File: config.mk
export PLATFORM = sky130hd
export DESIGN_NAME = reactive_undervoltage_decoupling
export DESIGN_NICKNAME = d
export VERILOG_FILES = /design/src/reactive_undervoltage_decoupling.v /design/src/delay_timer.v
export VERILOG_INCLUDE_DIRS = /design/src /design/src/src
export SDC_FILE = /design/constraint.sdc
export NUM_CORES = 1
export LEC_CHECK = 0
export ABC_AREA = 1
export BUFFER_PORTS_ARGS = -buffer_cell sky130_fd_sc_hd__buf_4
export CAP_MARGIN = 20
export CELL_PAD_IN_SITES_DETAIL_PLACEMENT = 0
export CELL_PAD_IN_SITES_GLOBAL_PLACEMENT = 2
export CORE_ASPECT_RATIO = 1.75
export CORE_MARGIN = 2
export CORE_UTILIZATION = 37
export CTS_BUF_LIST = sky130_fd_sc_hd__clkbuf_4
export DETAILED_ROUTE_END_ITERATION = 8
export HOLD_SLACK_MARGIN = 0.05
export PLACE_DENSITY = 0.93
export REMOVE_ABC_BUFFERS = 1
export SLEW_MARGIN = 5
export SYNTH_ARGS = -nofsm -noshare
export SYNTH_HDL_FRONTEND = slang
export SYNTH_SLANG_ARGS = --single-unit
File: constraint.sdc
create_clock -name sys_clk -period 7.9 [get_ports sys_clk]
set_clock_uncertainty 0.05 [all_clocks]
set_input_delay 1.58 -clock sys_clk [delete_from_list [all_inputs] [get_ports sys_clk]]
set_output_delay 1.58 -clock sys_clk [all_outputs]
set_load 0.03 [all_outputs]
File: src/qv_decoupling_defines.vh
// Constants for the reactive-power / undervoltage decoupling block.
// Assumes measurements arrive as per-unit fixed point numbers, signed for Q1 only,
// scaled so that 1024 means one nominal unit (In, Sn, Vn, 1 degree x 16).
`ifndef QV_DECOUPLING_DEFINES_VH
`define QV_DECOUPLING_DEFINES_VH

// ------------------------------------------------------------------
// Avalon-MM register offsets (byte addresses)
// ------------------------------------------------------------------
`define ADDR_CTRL 8'h00
`define ADDR_ANGLE_LIM 8'h04
`define ADDR_IMIN 8'h08
`define ADDR_QMIN 8'h0c
`define ADDR_UV_LIM 8'h10
`define ADDR_VREL 8'h14
`define ADDR_FMIN 8'h18
`define ADDR_FMAX 8'h1c
`define ADDR_TRIG_MASK 8'h20
`define ADDR_STATUS 8'h24

// ------------------------------------------------------------------
// Control field positions
// ------------------------------------------------------------------
`define CTRL_ENABLE 0
`define CTRL_METHOD 1
`define CTRL_IMIN_EN 2
`define CTRL_EXT_REL 3

// ------------------------------------------------------------------
// Reset values (1024 = 1.0 per unit, angle 16 = 1 degree, f in mHz)
// ------------------------------------------------------------------
`define RST_CTRL 16'h0000
`define RST_ANGLE_LIM 16'h0030
`define RST_IMIN 16'h0066
`define RST_QMIN 16'h0033
`define RST_UV_LIM 16'h0366
`define RST_VREL 16'h03cd
`define RST_FMIN 16'hb98c
`define RST_FMAX 16'hc382
`define RST_TRIG_MASK 16'hffff

// ------------------------------------------------------------------
// Timing in milliseconds and the 10 MHz clock rate
// ------------------------------------------------------------------
`define CLK_HZ 10000000
`define T1_MS 500
`define T2_MS 1500
`define TREC_MS 600000

`endif

File: src/reactive_undervoltage_decoupling.v
// Decoupling decision logic with reclose release and Avalon-MM settings.
// Assumes all measurement inputs come from logic on sys_clk; only the
// remote release input arrives from a pin and is synchronised here.
//
// The implementer's own choices: register access over Avalon-MM and the placing of the registers.
`timescale 1ns/1ps
`include "qv_decoupling_defines.vh"
module reactive_undervoltage_decoupling #(
    parameter [32:0] T1_CYC = `T1_MS * (`CLK_HZ / 1000),
    parameter [32:0] T2_CYC = `T2_MS * (`CLK_HZ / 1000),
    parameter [32:0] TREC_CYC = 33'd6000000000,
    parameter TRIG_W = 16
) (
    input wire sys_clk,
    input wire rst,
    input wire [7:0] avs_address,
    input wire avs_read,
    input wire avs_write,
    input wire [31:0] avs_writedata,
    input wire [3:0] avs_byteenable,
    output reg [31:0] avs_readdata,
    output wire avs_waitrequest,
    input wire signed [15:0] positive_seq_reactive_power,
    input wire [15:0] positive_seq_current,
    input wire [15:0] power_angle,
    input wire [15:0] v_ab,
    input wire [15:0] v_bc,
    input wire [15:0] v_ca,
    input wire [15:0] freq_mhz,
    input wire [TRIG_W-1:0] ext_trip_in,
    input wire remote_release_input,
    output reg unit_trip,
    output reg pcc_trip,
    output reg reclose_release
);
    // ------------------------------------------------------------------
    // Settings registers
    // ------------------------------------------------------------------
    reg [15:0] ctrl_q;
    reg [15:0] angle_lim_q;
    reg [15:0] min_current_threshold_q;
    reg [15:0] reactive_power_threshold_q;
    reg [15:0] uv_lim_q;
    reg [15:0] reclose_voltage_threshold_q;
    reg [15:0] fmin_q;
    reg [15:0] fmax_q;
    reg [15:0] trig_mask_q;
    reg ack_q;
    reg rem_s1_q;
    reg rem_s2_q;
    reg gen_tripped_q;
    reg pcc_tripped_q;
    reg block_q;
    reg recovered_q;
    reg trip_prev_q;
    wire module_enable;
    wire decoupling_method_select;
    wire imin_enable;
    wire external_release_enable;
    wire [15:0] v_max;
    wire [15:0] v_min;
    wire undervoltage;
    wire q_drawn;
    wire react_ok;
    wire imin_ok;
    wire imin_applied;
    wire pickup;
    wire t1_done;
    wire t2_done;
    wire rec_done;
    wire any_trip;
    wire trip_rise;
    wire freq_ok;
    wire volt_ok;
    wire release_cond;

    // Returns the larger or smaller of two magnitudes
    function [15:0] pick;
        input [15:0] a;
        input [15:0] b;
        input want_max;
        begin
            if (want_max)
                pick = (a > b) ? a : b;
            else
                pick = (a < b) ? a : b;
        end
    endfunction

    // Byte-lane merge for a 16-bit setting
    function [15:0] merge;
        input [15:0] old;
        input [31:0] wd;
        input [3:0] be;
        begin
            merge = {be[1] ? wd[15:8] : old[15:8], be[0] ? wd[7:0] : old[7:0]};
        end
    endfunction

    assign module_enable = ctrl_q[`CTRL_ENABLE];
    assign decoupling_method_select = ctrl_q[`CTRL_METHOD];
    assign imin_enable = ctrl_q[`CTRL_IMIN_EN];
    assign external_release_enable = ctrl_q[`CTRL_EXT_REL];

    // ------------------------------------------------------------------
    // Avalon-MM slave
    // ------------------------------------------------------------------
    // One wait cycle per access; answer lands on the second edge
    assign avs_waitrequest = (avs_read || avs_write) && !ack_q;

    always @(posedge sys_clk) begin
        if (rst)
            ack_q <= 1'b0;
        else
            ack_q <= (avs_read || avs_write) && !ack_q;
    end

    // Settings writes, taken on the edge after the one that ends waitrequest
    always @(posedge sys_clk) begin
        if (rst) begin
            ctrl_q <= `RST_CTRL;
            angle_lim_q <= `RST_ANGLE_LIM;
            min_current_threshold_q <= `RST_IMIN;
            reactive_power_threshold_q <= `RST_QMIN;
            uv_lim_q <= `RST_UV_LIM;
            reclose_voltage_threshold_q <= `RST_VREL;
            fmin_q <= `RST_FMIN;
            fmax_q <= `RST_FMAX;
            trig_mask_q <= `RST_TRIG_MASK;
        end else if (avs_write && ack_q) begin
            case (avs_address)
                `ADDR_CTRL: ctrl_q <= merge(ctrl_q, avs_writedata,
                    avs_byteenable) & 16'h000f;
                `ADDR_ANGLE_LIM: angle_lim_q <= merge(angle_lim_q,
                    avs_writedata, avs_byteenable);
                `ADDR_IMIN: min_current_threshold_q <= merge(
                    min_current_threshold_q, avs_writedata, avs_byteenable);
                `ADDR_QMIN: reactive_power_threshold_q <= merge(
                    reactive_power_threshold_q, avs_writedata,
                    avs_byteenable);
                `ADDR_UV_LIM: uv_lim_q <= merge(uv_lim_q, avs_writedata,
                    avs_byteenable);
                `ADDR_VREL: reclose_voltage_threshold_q <= merge(
                    reclose_voltage_threshold_q, avs_writedata,
                    avs_byteenable);
                `ADDR_FMIN: fmin_q <= merge(fmin_q, avs_writedata,
                    avs_byteenable);
                `ADDR_FMAX: fmax_q <= merge(fmax_q, avs_writedata,
                    avs_byteenable);
                `ADDR_TRIG_MASK: trig_mask_q <= merge(trig_mask_q,
                    avs_writedata, avs_byteenable);
                default: ;
            endcase
        end
    end

    // Read data registered; unmapped addresses read zero
    always @(posedge sys_clk) begin
        if (rst)
            avs_readdata <= 32'h00000000;
        else if (avs_read && !ack_q) begin
            case (avs_address)
                `ADDR_CTRL: avs_readdata <= {16'h0000, ctrl_q};
                `ADDR_ANGLE_LIM: avs_readdata <= {16'h0000, angle_lim_q};
                `ADDR_IMIN: avs_readdata <= {16'h0000,
                    min_current_threshold_q};
                `ADDR_QMIN: avs_readdata <= {16'h0000,
                    reactive_power_threshold_q};
                `ADDR_UV_LIM: avs_readdata <= {16'h0000, uv_lim_q};
                `ADDR_VREL: avs_readdata <= {16'h0000,
                    reclose_voltage_threshold_q};
                `ADDR_FMIN: avs_readdata <= {16'h0000, fmin_q};
                `ADDR_FMAX: avs_readdata <= {16'h0000, fmax_q};
                `ADDR_TRIG_MASK: avs_readdata <= {16'h0000, trig_mask_q};
                `ADDR_STATUS: avs_readdata <= {24'h000000, pickup,
                    block_q, pcc_tripped_q, gen_tripped_q, reclose_release,
                    pcc_trip, unit_trip, rec_done};
                default: avs_readdata <= 32'h00000000;
            endcase
        end
    end

    // ------------------------------------------------------------------
    // Pickup decision
    // ------------------------------------------------------------------
    // Only line-to-line voltages are looked at, never phase-to-earth
    assign v_max = pick(pick(v_ab, v_bc, 1'b1), v_ca, 1'b1);
    assign v_min = pick(pick(v_ab, v_bc, 1'b0), v_ca, 1'b0);
    assign undervoltage = v_max < uv_lim_q;
    // Negative Q1 means reactive power drawn from the grid
    assign q_drawn = positive_seq_reactive_power < 16'sd0;
    assign react_ok = decoupling_method_select ?
        ((-positive_seq_reactive_power) >
         $signed({1'b0, reactive_power_threshold_q[14:0]}))
        : (q_drawn && (power_angle > angle_lim_q));
    assign imin_applied = !decoupling_method_select || imin_enable;
    assign imin_ok = !imin_applied ||
        (positive_seq_current > min_current_threshold_q);
    assign pickup = module_enable && undervoltage && q_drawn && react_ok &&
        imin_ok;

    // ------------------------------------------------------------------
    // Trip delays
    // ------------------------------------------------------------------
    // Both run from the same pickup level; its loss clears them
    delay_timer #(.WIDTH(33), .COUNT(T1_CYC)) t1_timer (
        .sys_clk(sys_clk),
        .rst(rst),
        .run(pickup),
        .expired(t1_done)
    );

    delay_timer #(.WIDTH(33), .COUNT(T2_CYC)) t2_timer (
        .sys_clk(sys_clk),
        .rst(rst),
        .run(pickup),
        .expired(t2_done)
    );

    // Trip outputs follow expiry while pickup stays
    always @(posedge sys_clk) begin
        if (rst) begin
            unit_trip <= 1'b0;
            pcc_trip <= 1'b0;
        end else begin
            unit_trip <= t1_done;
            pcc_trip <= t2_done;
        end
    end

    // ------------------------------------------------------------------
    // Recovery interval and reclose release
    // ------------------------------------------------------------------
    assign any_trip = unit_trip || pcc_trip ||
        |(ext_trip_in & trig_mask_q[TRIG_W-1:0]);
    assign trip_rise = any_trip && !trip_prev_q;

    // Generator trip latch; cleared by a new release or disable
    always @(posedge sys_clk) begin
        if (rst) begin
            gen_tripped_q <= 1'b0;
            pcc_tripped_q <= 1'b0;
            trip_prev_q <= 1'b0;
            rem_s1_q <= 1'b0;
            rem_s2_q <= 1'b0;
        end else begin
            trip_prev_q <= any_trip;
            rem_s1_q <= remote_release_input;
            rem_s2_q <= rem_s1_q;
            if (unit_trip)
                gen_tripped_q <= 1'b1;
            else if (reclose_release || !module_enable)
                gen_tripped_q <= 1'b0;
            // PCC latch cleared only by disabling: manual reclose path
            if (pcc_trip)
                pcc_tripped_q <= 1'b1;
            else if (!module_enable)
                pcc_tripped_q <= 1'b0;
        end
    end

    // Block set by a trip, cleared only when the timer runs out
    always @(posedge sys_clk) begin
        if (rst)
            block_q <= 1'b0;
        else if (trip_rise || any_trip)
            block_q <= 1'b1;
        else if (rec_done)
            block_q <= 1'b0;
    end

    // Recovery timer held clear while any trip is present; counts from its end
    delay_timer #(.WIDTH(33), .COUNT(TREC_CYC)) rec_timer (
        .sys_clk(sys_clk),
        .rst(rst),
        .run(block_q && !trip_rise && !any_trip),
        .expired(rec_done)
    );

    // Elapsed recovery is remembered until the next trip, so that the
    // release can still come when the conditions are met only later
    always @(posedge sys_clk) begin
        if (rst)
            recovered_q <= 1'b0;
        else if (any_trip)
            recovered_q <= 1'b0;
        else if (rec_done)
            recovered_q <= 1'b1;
    end

    assign freq_ok = (freq_mhz >= fmin_q) && (freq_mhz <= fmax_q);
    assign volt_ok = v_min > reclose_voltage_threshold_q;
    assign release_cond = external_release_enable ? rem_s2_q
        : (volt_ok && freq_ok);

    // Release needs a generator trip, no PCC trip, and the timer done
    always @(posedge sys_clk) begin
        if (rst)
            reclose_release <= 1'b0;
        else
            reclose_release <= module_enable && gen_tripped_q &&
                !pcc_tripped_q && recovered_q && release_cond;
    end
endmodule // reactive_undervoltage_decoupling

File: src/delay_timer.v
// Delay timer used for both trip delays and the recovery interval.
// Assumes run is a level; dropping it clears the count.
`timescale 1ns/1ps
module delay_timer #(
    parameter WIDTH = 33,
    parameter [WIDTH-1:0] COUNT = 33'd1
) (
    input wire sys_clk,
    input wire rst,
    input wire run,
    output wire expired
);
    reg [WIDTH-1:0] cnt_q;
    reg [WIDTH-1:0] cnt_d;

    // Count up while running, saturate at the terminal value
    always @* begin
        cnt_d = cnt_q;
        if (!run)
            cnt_d = {WIDTH{1'b0}};
        else if (cnt_q != COUNT)
            cnt_d = cnt_q + {{(WIDTH-1){1'b0}}, 1'b1};
    end

    always @(posedge sys_clk) begin
        if (rst)
            cnt_q <= {WIDTH{1'b0}};
        else
            cnt_q <= cnt_d;
    end

    assign expired = run && (cnt_q == COUNT);
endmodule // delay_timer

# After elaboration in Yosys (flattened, before gate mapping)
# Index checks and enable logic that the tools add are counted.
[totals] reg_bits=274 latchBits=0 ramBits=0 romBits=0 input_bits=177 wordCells=139 mem_count=0
[classes] n_addsub=4 multipliers=0 div=0 n_lt_le_gt_ge=12 n_eq_ne=16 shifts=0 muxes=13 bitwise=3 reduce_logical=59
[op_table] cell="one-hot mux 16 bit (10 select lines)" n=1
[op_table] cell="adder 33 x 1 -> 33 bit, second input constant" n=3
[op_table] cell="greater-than comparator 16 bit" n=6
[op_table] cell="2-to-1 mux 16 bit" n=4
[op_table] cell="AND reduction 3 bit" n=17
[op_table] cell="< comparator 16 bit" n=3
[op_table] cell="== test 33 x 23 -> 1 bit, second input constant" n=1
[op_table] cell="== test 33 x 24 -> 1 bit, second input constant" n=1
[op_table] cell="== test 33 bit, second input constant" n=1
[op_table] cell="!= test 33 x 23 -> 1 bit, second input constant" n=1
[op_table] cell="!= test 33 x 24 -> 1 bit, second input constant" n=1
[op_table] cell="!= test 33 bit, second input constant" n=1
[op_table] cell="== test 8 x 5 -> 1 bit, second input constant" n=4
[op_table] cell="logical AND 1 bit" n=20
[op_table] cell="bitwise AND 16 bit" n=1
[op_table] cell="== test 8 x 4 -> 1 bit, second input constant" n=2
[op_table] cell="== test 8 x 6 -> 1 bit, second input constant" n=2
[op_table] cell="greater-or-equal comparator 16 bit" n=1
[op_table] cell="less-or-equal comparator 16 bit" n=1
[op_table] cell="< comparator 16 x 1 -> 1 bit, second input constant" n=1
[op_table] cell="negation 16 bit" n=1
[op_table] cell="OR reduction 16 bit" n=1
[op_table] cell="== test 8 x 3 -> 1 bit, second input constant" n=1
[op_table] cell="zero test 1 bit" n=8
[op_table] cell="7 further kinds" n=24

# Logic depth before layout (Yosys ltp)
[logic_depth] depth_word=11 mapped_depth=39

# By module
# From an unflattened synthesis, not the netlist that was laid out.
[unflattened] cells_unflattened=2707 hier_area_um2=17884.7
[modules_own_cells] module="reactive_undervoltage_decoupling" n_inst=1 cells_per_inst=1584 area_per_inst_um2=11290.8
[modules_own_cells] module="delay_timer (rec_timer)" n_inst=1 cells_per_inst=373 area_per_inst_um2=2267.2
[modules_own_cells] module="delay_timer (t1_timer)" n_inst=1 cells_per_inst=401 area_per_inst_um2=2245.9
[modules_own_cells] module="delay_timer (t2_timer)" n_inst=1 cells_per_inst=349 area_per_inst_um2=2080.7

# Worst setup path before layout
# Ideal clock, no wire load.
[synth_timing] kind="in2reg" from="input v_bc[15]" to="register t1_timer.cnt_q[17]" setup_ns=0.061 t_arrival_ns=5.767 required_ns=7.789 setup_slack_ns=2.021 cell_stages=34 cell_sequence="inv_1 > ha_1 > nand2_1 > nor3_1 > nand2_1 > nand2_1 > nand2_1 > clkbuf_1 > nand2_1 > o21ai_0 > ha_1 > nand2_1 > nor2_1 > nand3_1 > nor2_1 > nand2_1 > nand3_1 > nand2_1 > inv_1 > buf_1 > nand2_1 > o21ai_0 > ha_1 > nand2_1 > inv_1 > o21ai_0 > nand2_1 > a2111oi_0 > nand3_1 > a21oi_2 > nand3_2 > buf_6 > buf_8 > nor2_4"
[synth_between] elab_chain_cells=11
[synth_rtl] element="start, declared" line="reactive_undervoltage_decoupling.v:27" source="input wire [15:0] v_bc,"
[synth_rtl] element="greater-than comparator 16 bit" line="reactive_undervoltage_decoupling.v:84" source="pick = (a > b) ? a : b;"
[synth_rtl] element="2-to-1 mux 16 bit (*)" line="reactive_undervoltage_decoupling.v:84"
[synth_rtl] element="greater-than comparator 16 bit" line="reactive_undervoltage_decoupling.v:84"
[synth_rtl] element="2-to-1 mux 16 bit (*)" line="reactive_undervoltage_decoupling.v:84"
[synth_rtl] element="< comparator 16 bit (*)" line="reactive_undervoltage_decoupling.v:189" source="assign undervoltage = v_max < uv_lim_q;"
[synth_rtl] element="logical AND 1 bit (*) (4 in series)" line="reactive_undervoltage_decoupling.v:199" source="assign pickup = module_enable && undervoltage && q_drawn && react_ok &&"
[synth_rtl] element="NOT 1 bit (no line) (*)"
[synth_rtl] element="OR reduction 2 bit (no line) (*)"
[synth_rtl] element="end signal, assigned" line="delay_timer.v:27" source="cnt_q <= {WIDTH{1'b0}};"
[synth_rtl] element="end signal, assigned" line="delay_timer.v:29" source="cnt_q <= cnt_d;"
[synth_rtl] element="end, declared" line="delay_timer.v:13" source="reg [WIDTH-1:0] cnt_q;"
# Every way passes the cells marked *; elsewhere a longest branch is shown, timed or not.
# A chain may end at the register's enable or synchronous reset.

# Worst setup path after layout
[layout_timing] from="input v_bc[11]" to="register t2_timer.cnt_q[13]"
[layout_between] elab_chain_cells=11
[layout_rtl] element="greater-than comparator 16 bit" line="reactive_undervoltage_decoupling.v:84"
[layout_rtl] element="2-to-1 mux 16 bit (*)" line="reactive_undervoltage_decoupling.v:84"
[layout_rtl] element="greater-than comparator 16 bit" line="reactive_undervoltage_decoupling.v:84"
[layout_rtl] element="2-to-1 mux 16 bit (*)" line="reactive_undervoltage_decoupling.v:84"
[layout_rtl] element="< comparator 16 bit (*)" line="reactive_undervoltage_decoupling.v:189"
[layout_rtl] element="logical AND 1 bit (*) (4 in series)" line="reactive_undervoltage_decoupling.v:199"
[layout_rtl] element="NOT 1 bit (no line) (*)"
[layout_rtl] element="OR reduction 2 bit (no line) (*)"
[layout_rtl] element="end signal, assigned" line="delay_timer.v:27"
[layout_rtl] element="end signal, assigned" line="delay_timer.v:29"
[layout_rtl] element="end, declared" line="delay_timer.v:13"
# Marks and branches as above.

==> summary.txt <==
unrepaired setup endpoints after global routing: false
vias in the first global route: 15,358
number of flops mapped to enable cells by yosys: 0
Top Ports: 213
global-route wire length before repair: 81,500 um
met1 usage: 23.4%
P_int: 2.04 mW
CTS resizes: 0
Setup Buffers After CTS: 0
Worst-path clk slew: 0.07 ns
Root Driver: clkbuf_4
CTS Hold Bufs: 0
min cycle time layout: 6.79 ns
Final Cycle Share: 85.9%
M2 GR Usage: 44.7%
final-layout fill cell count: 4,587
DR DRC count: 0
gp weighted congestion: 0.931
CP most frequent cell: nand2_1
worst vdd rail ir drop: 0.0755 mV
Setup violations, final: 0
Synth top area share: 31.6%
port buffer count: 178
f_max: 147 MHz
grt total ovfl: 0
CTS buffer count: 59
status: completed
Logic pwr share: 16.4%
Post-synth top flop: dfxtp_1
routed via count: 15,735
Die Wd: 163 um
CP max stage cell: a2111oi_0
cells after synthesis: 2,254
crit-path max FO: 68
share of cells above drive strength 1: 14.7%
post-detail-place hpwl: 42,800 um
async set-reset flop share out of synthesis: 0%
CP max stage delay: 0.47 ns
Finished Cell Area: 18,900 um^2
leading area contributor after synthesis: dfxtp_1
Clock Latency Late Sink: 0.75 ns
HP Class: register to register
PwrDens: 152 nW/um^2
Initial Util: 37.5%
Synth cell types: 57
Slew headroom: 30.0%
post-placement cell area: 18,200 um^2
Clock Path Buffers: 3
gr busiest metal: met2
DRT Wirelength: 53,600 um
switching share of power: 29.3%
via/cell ratio: 5.14
CTS tree: done
synth warn: 0
all-layer global routing usage: 22.9%
crit path DAT: 7.39 ns
Core Region: 43,500 um^2
Psw: 843 uW
WP data required: 8.51 ns
Post-DRT Antenna Nets: 0
die area: 45,800 um^2
Critical Path Source Type: input pin
DRT Pass-1 Iters: 5
MaxCap Viol Count: 0
htree depth: 2
synthesized flop and latch total: 257
main area contributors after synthesis: dfxtp_1, ha_1, inv_1
M3 GR Usage: 3.03%
Worst Tran Pin Value: 1.05 ns
Synth Cell Area: 16,300 um^2
fin. max-slew vios: 0
area growth from synthesis to layout: 16.2%
P_leak: 8.13 nW
Final Hold Viols: 0
Die H: 282 um
nets: 2,790
Reg power frac: 45.1%
critical path type: input pin to register
routed len/inst: 17.5 um
Final WS setup: 1.11 ns
Hold Slack: 0.400 ns
CP endpoint kind: register
r2r setup slk: 4.89 ns
Iteration-0 DRC Markers: 859
row count: 101
total chip power: 2.88 mW
power share of the clock group: 38.5%
largest net degree at the start of global routing: 69
Largest regs: rec_timer.cnt_q (33), t1_timer.cnt_q (33), t2_timer.cnt_q (33)
initial antenna violation count: 1
Mapped Avg Cell Area: 7.23 um^2
sequential cell area fraction in the yosys report: 31.6%
CTS Sinks: 257
pre-CTS WS: 0.228 ns
cells by family after synthesis:
logic type | after synthesis | synth area share, %
multiplexers | 1 | 0.0615
AO/OA/AOI/OAI | 568 | 20.0
buffers and inverters | 460 | 11.2
AND/OR/NAND/NOR | 753 | 21.8
adder cells (fa/ha/maj) | 164 | 12.6
other | 1 | 0.0230
XOR/XNOR | 50 | 2.69
flip-flops | 257 | 31.6
cells in the mapped netlist (all sizes together) (4+ instances only):
master	number
inv	379
nand2	335
dfxtp	257
a21oi	229
nor2	201
o21ai	179
ha	164
nand3	69
nor3	57
clkbuf	54
nand4	45
o22ai	38
xor2	38
o211ai	35
a211oi	29
nor4	28
buf	25
o221ai	13
xnor2	12
a221oi	9
a31oi	8
nor3b	8
o41ai	8
or2	6
a22o	4
o21a	4
per-stage QoR:
stage / instances / utilization (%) / TNS (ns)
finish: 3060 / 43.6 / 0
global route: 3060 / 43.6 / 0
CTS: 3058 / 43.5 / 0
detailed placement: 2953 / 41.8 / 0
global placement: 2953 / 41.8 / 0
floorplan: 2190 / - / -0.288
metal layers:
layer / vias up / wire length [um] / share of wire (%)
met5: - / 0 / 0
met4: 0 / 2870 / 5.4
met3: 118 / 2370 / 4.4
met2: 387 / 28700 / 54
met1: 7246 / 19600 / 37
li1: 7984 / - / -
cells in the final DEF, fill, tap and decap left out, drive strengths merged, types with 2 or more instances in the layout:
cell type	instances
a31oi	8
a22o	4
nand4	45
inv	379
dfxtp	257
a21oi	229
xor2	38
a221oi	9
conb	16
nor3	57
o22ai	38
nand2	335
nor3b	8
clkbuf	92
o31ai	2
o21ai	179
o21a	4
clkinv	14
a2111oi	3
nand3	69
o221ai	13
a21o	2
buf	198
nor2	201
nand3b	3
nor4	28
or2	6
ha	164
o211ai	35
xnor2	12
o2111ai	2
o41ai	8
a211oi	29
critical path: cells and delay by family:
kind / cells / cell delay (ns)
compound gates: 5 / 1.00
buf+inv: 7 / 1.49
simple gates: 16 / 2.33
fa+ha+maj: 3 / 0.91
final timing paths:
kind                                            startpoint                 end  cells past startpoint
worst max-delay path                              v_bc[11]  t2_timer.cnt_q[13]                     31
worst min-delay path                              rem_s1_q            rem_s2_q                      2
worst max register to register  min_current_threshold_q[7]  t2_timer.cnt_q[13]                     13
worst min register to register                    rem_s1_q            rem_s2_q                      2
power by group through the flow:
stage	logic [mW]	clock network (mW)	registers, mW
global route	0.537	1.20	1.30
global placement	0.464	0	1.33
CTS	0.477	1.14	1.30
detailed placement	0.475	0	1.33
floorplan	0.272	0	1.33
finish	0.473	1.11	1.30
final cells by class:
| cell class | instances | area [um^2] | area share [%] |
|---|---|---|---|
| Multi-Input combinational cell | 1552 | 9380 | 49.5 |
| Tap cell | 566 | 708 | 3.74 |
| Antenna cell | 1 | 2.50 | 0.0132 |
| Inverter | 381 | 1430 | 7.56 |
| Sequential cell | 257 | 5140 | 27.2 |
| Clock inverter | 13 | 76.3 | 0.403 |
| Clock buffer | 92 | 691 | 3.65 |
| Timing Repair Buffer | 198 | 1500 | 7.92 |
(Power assumes the default switching activity.)
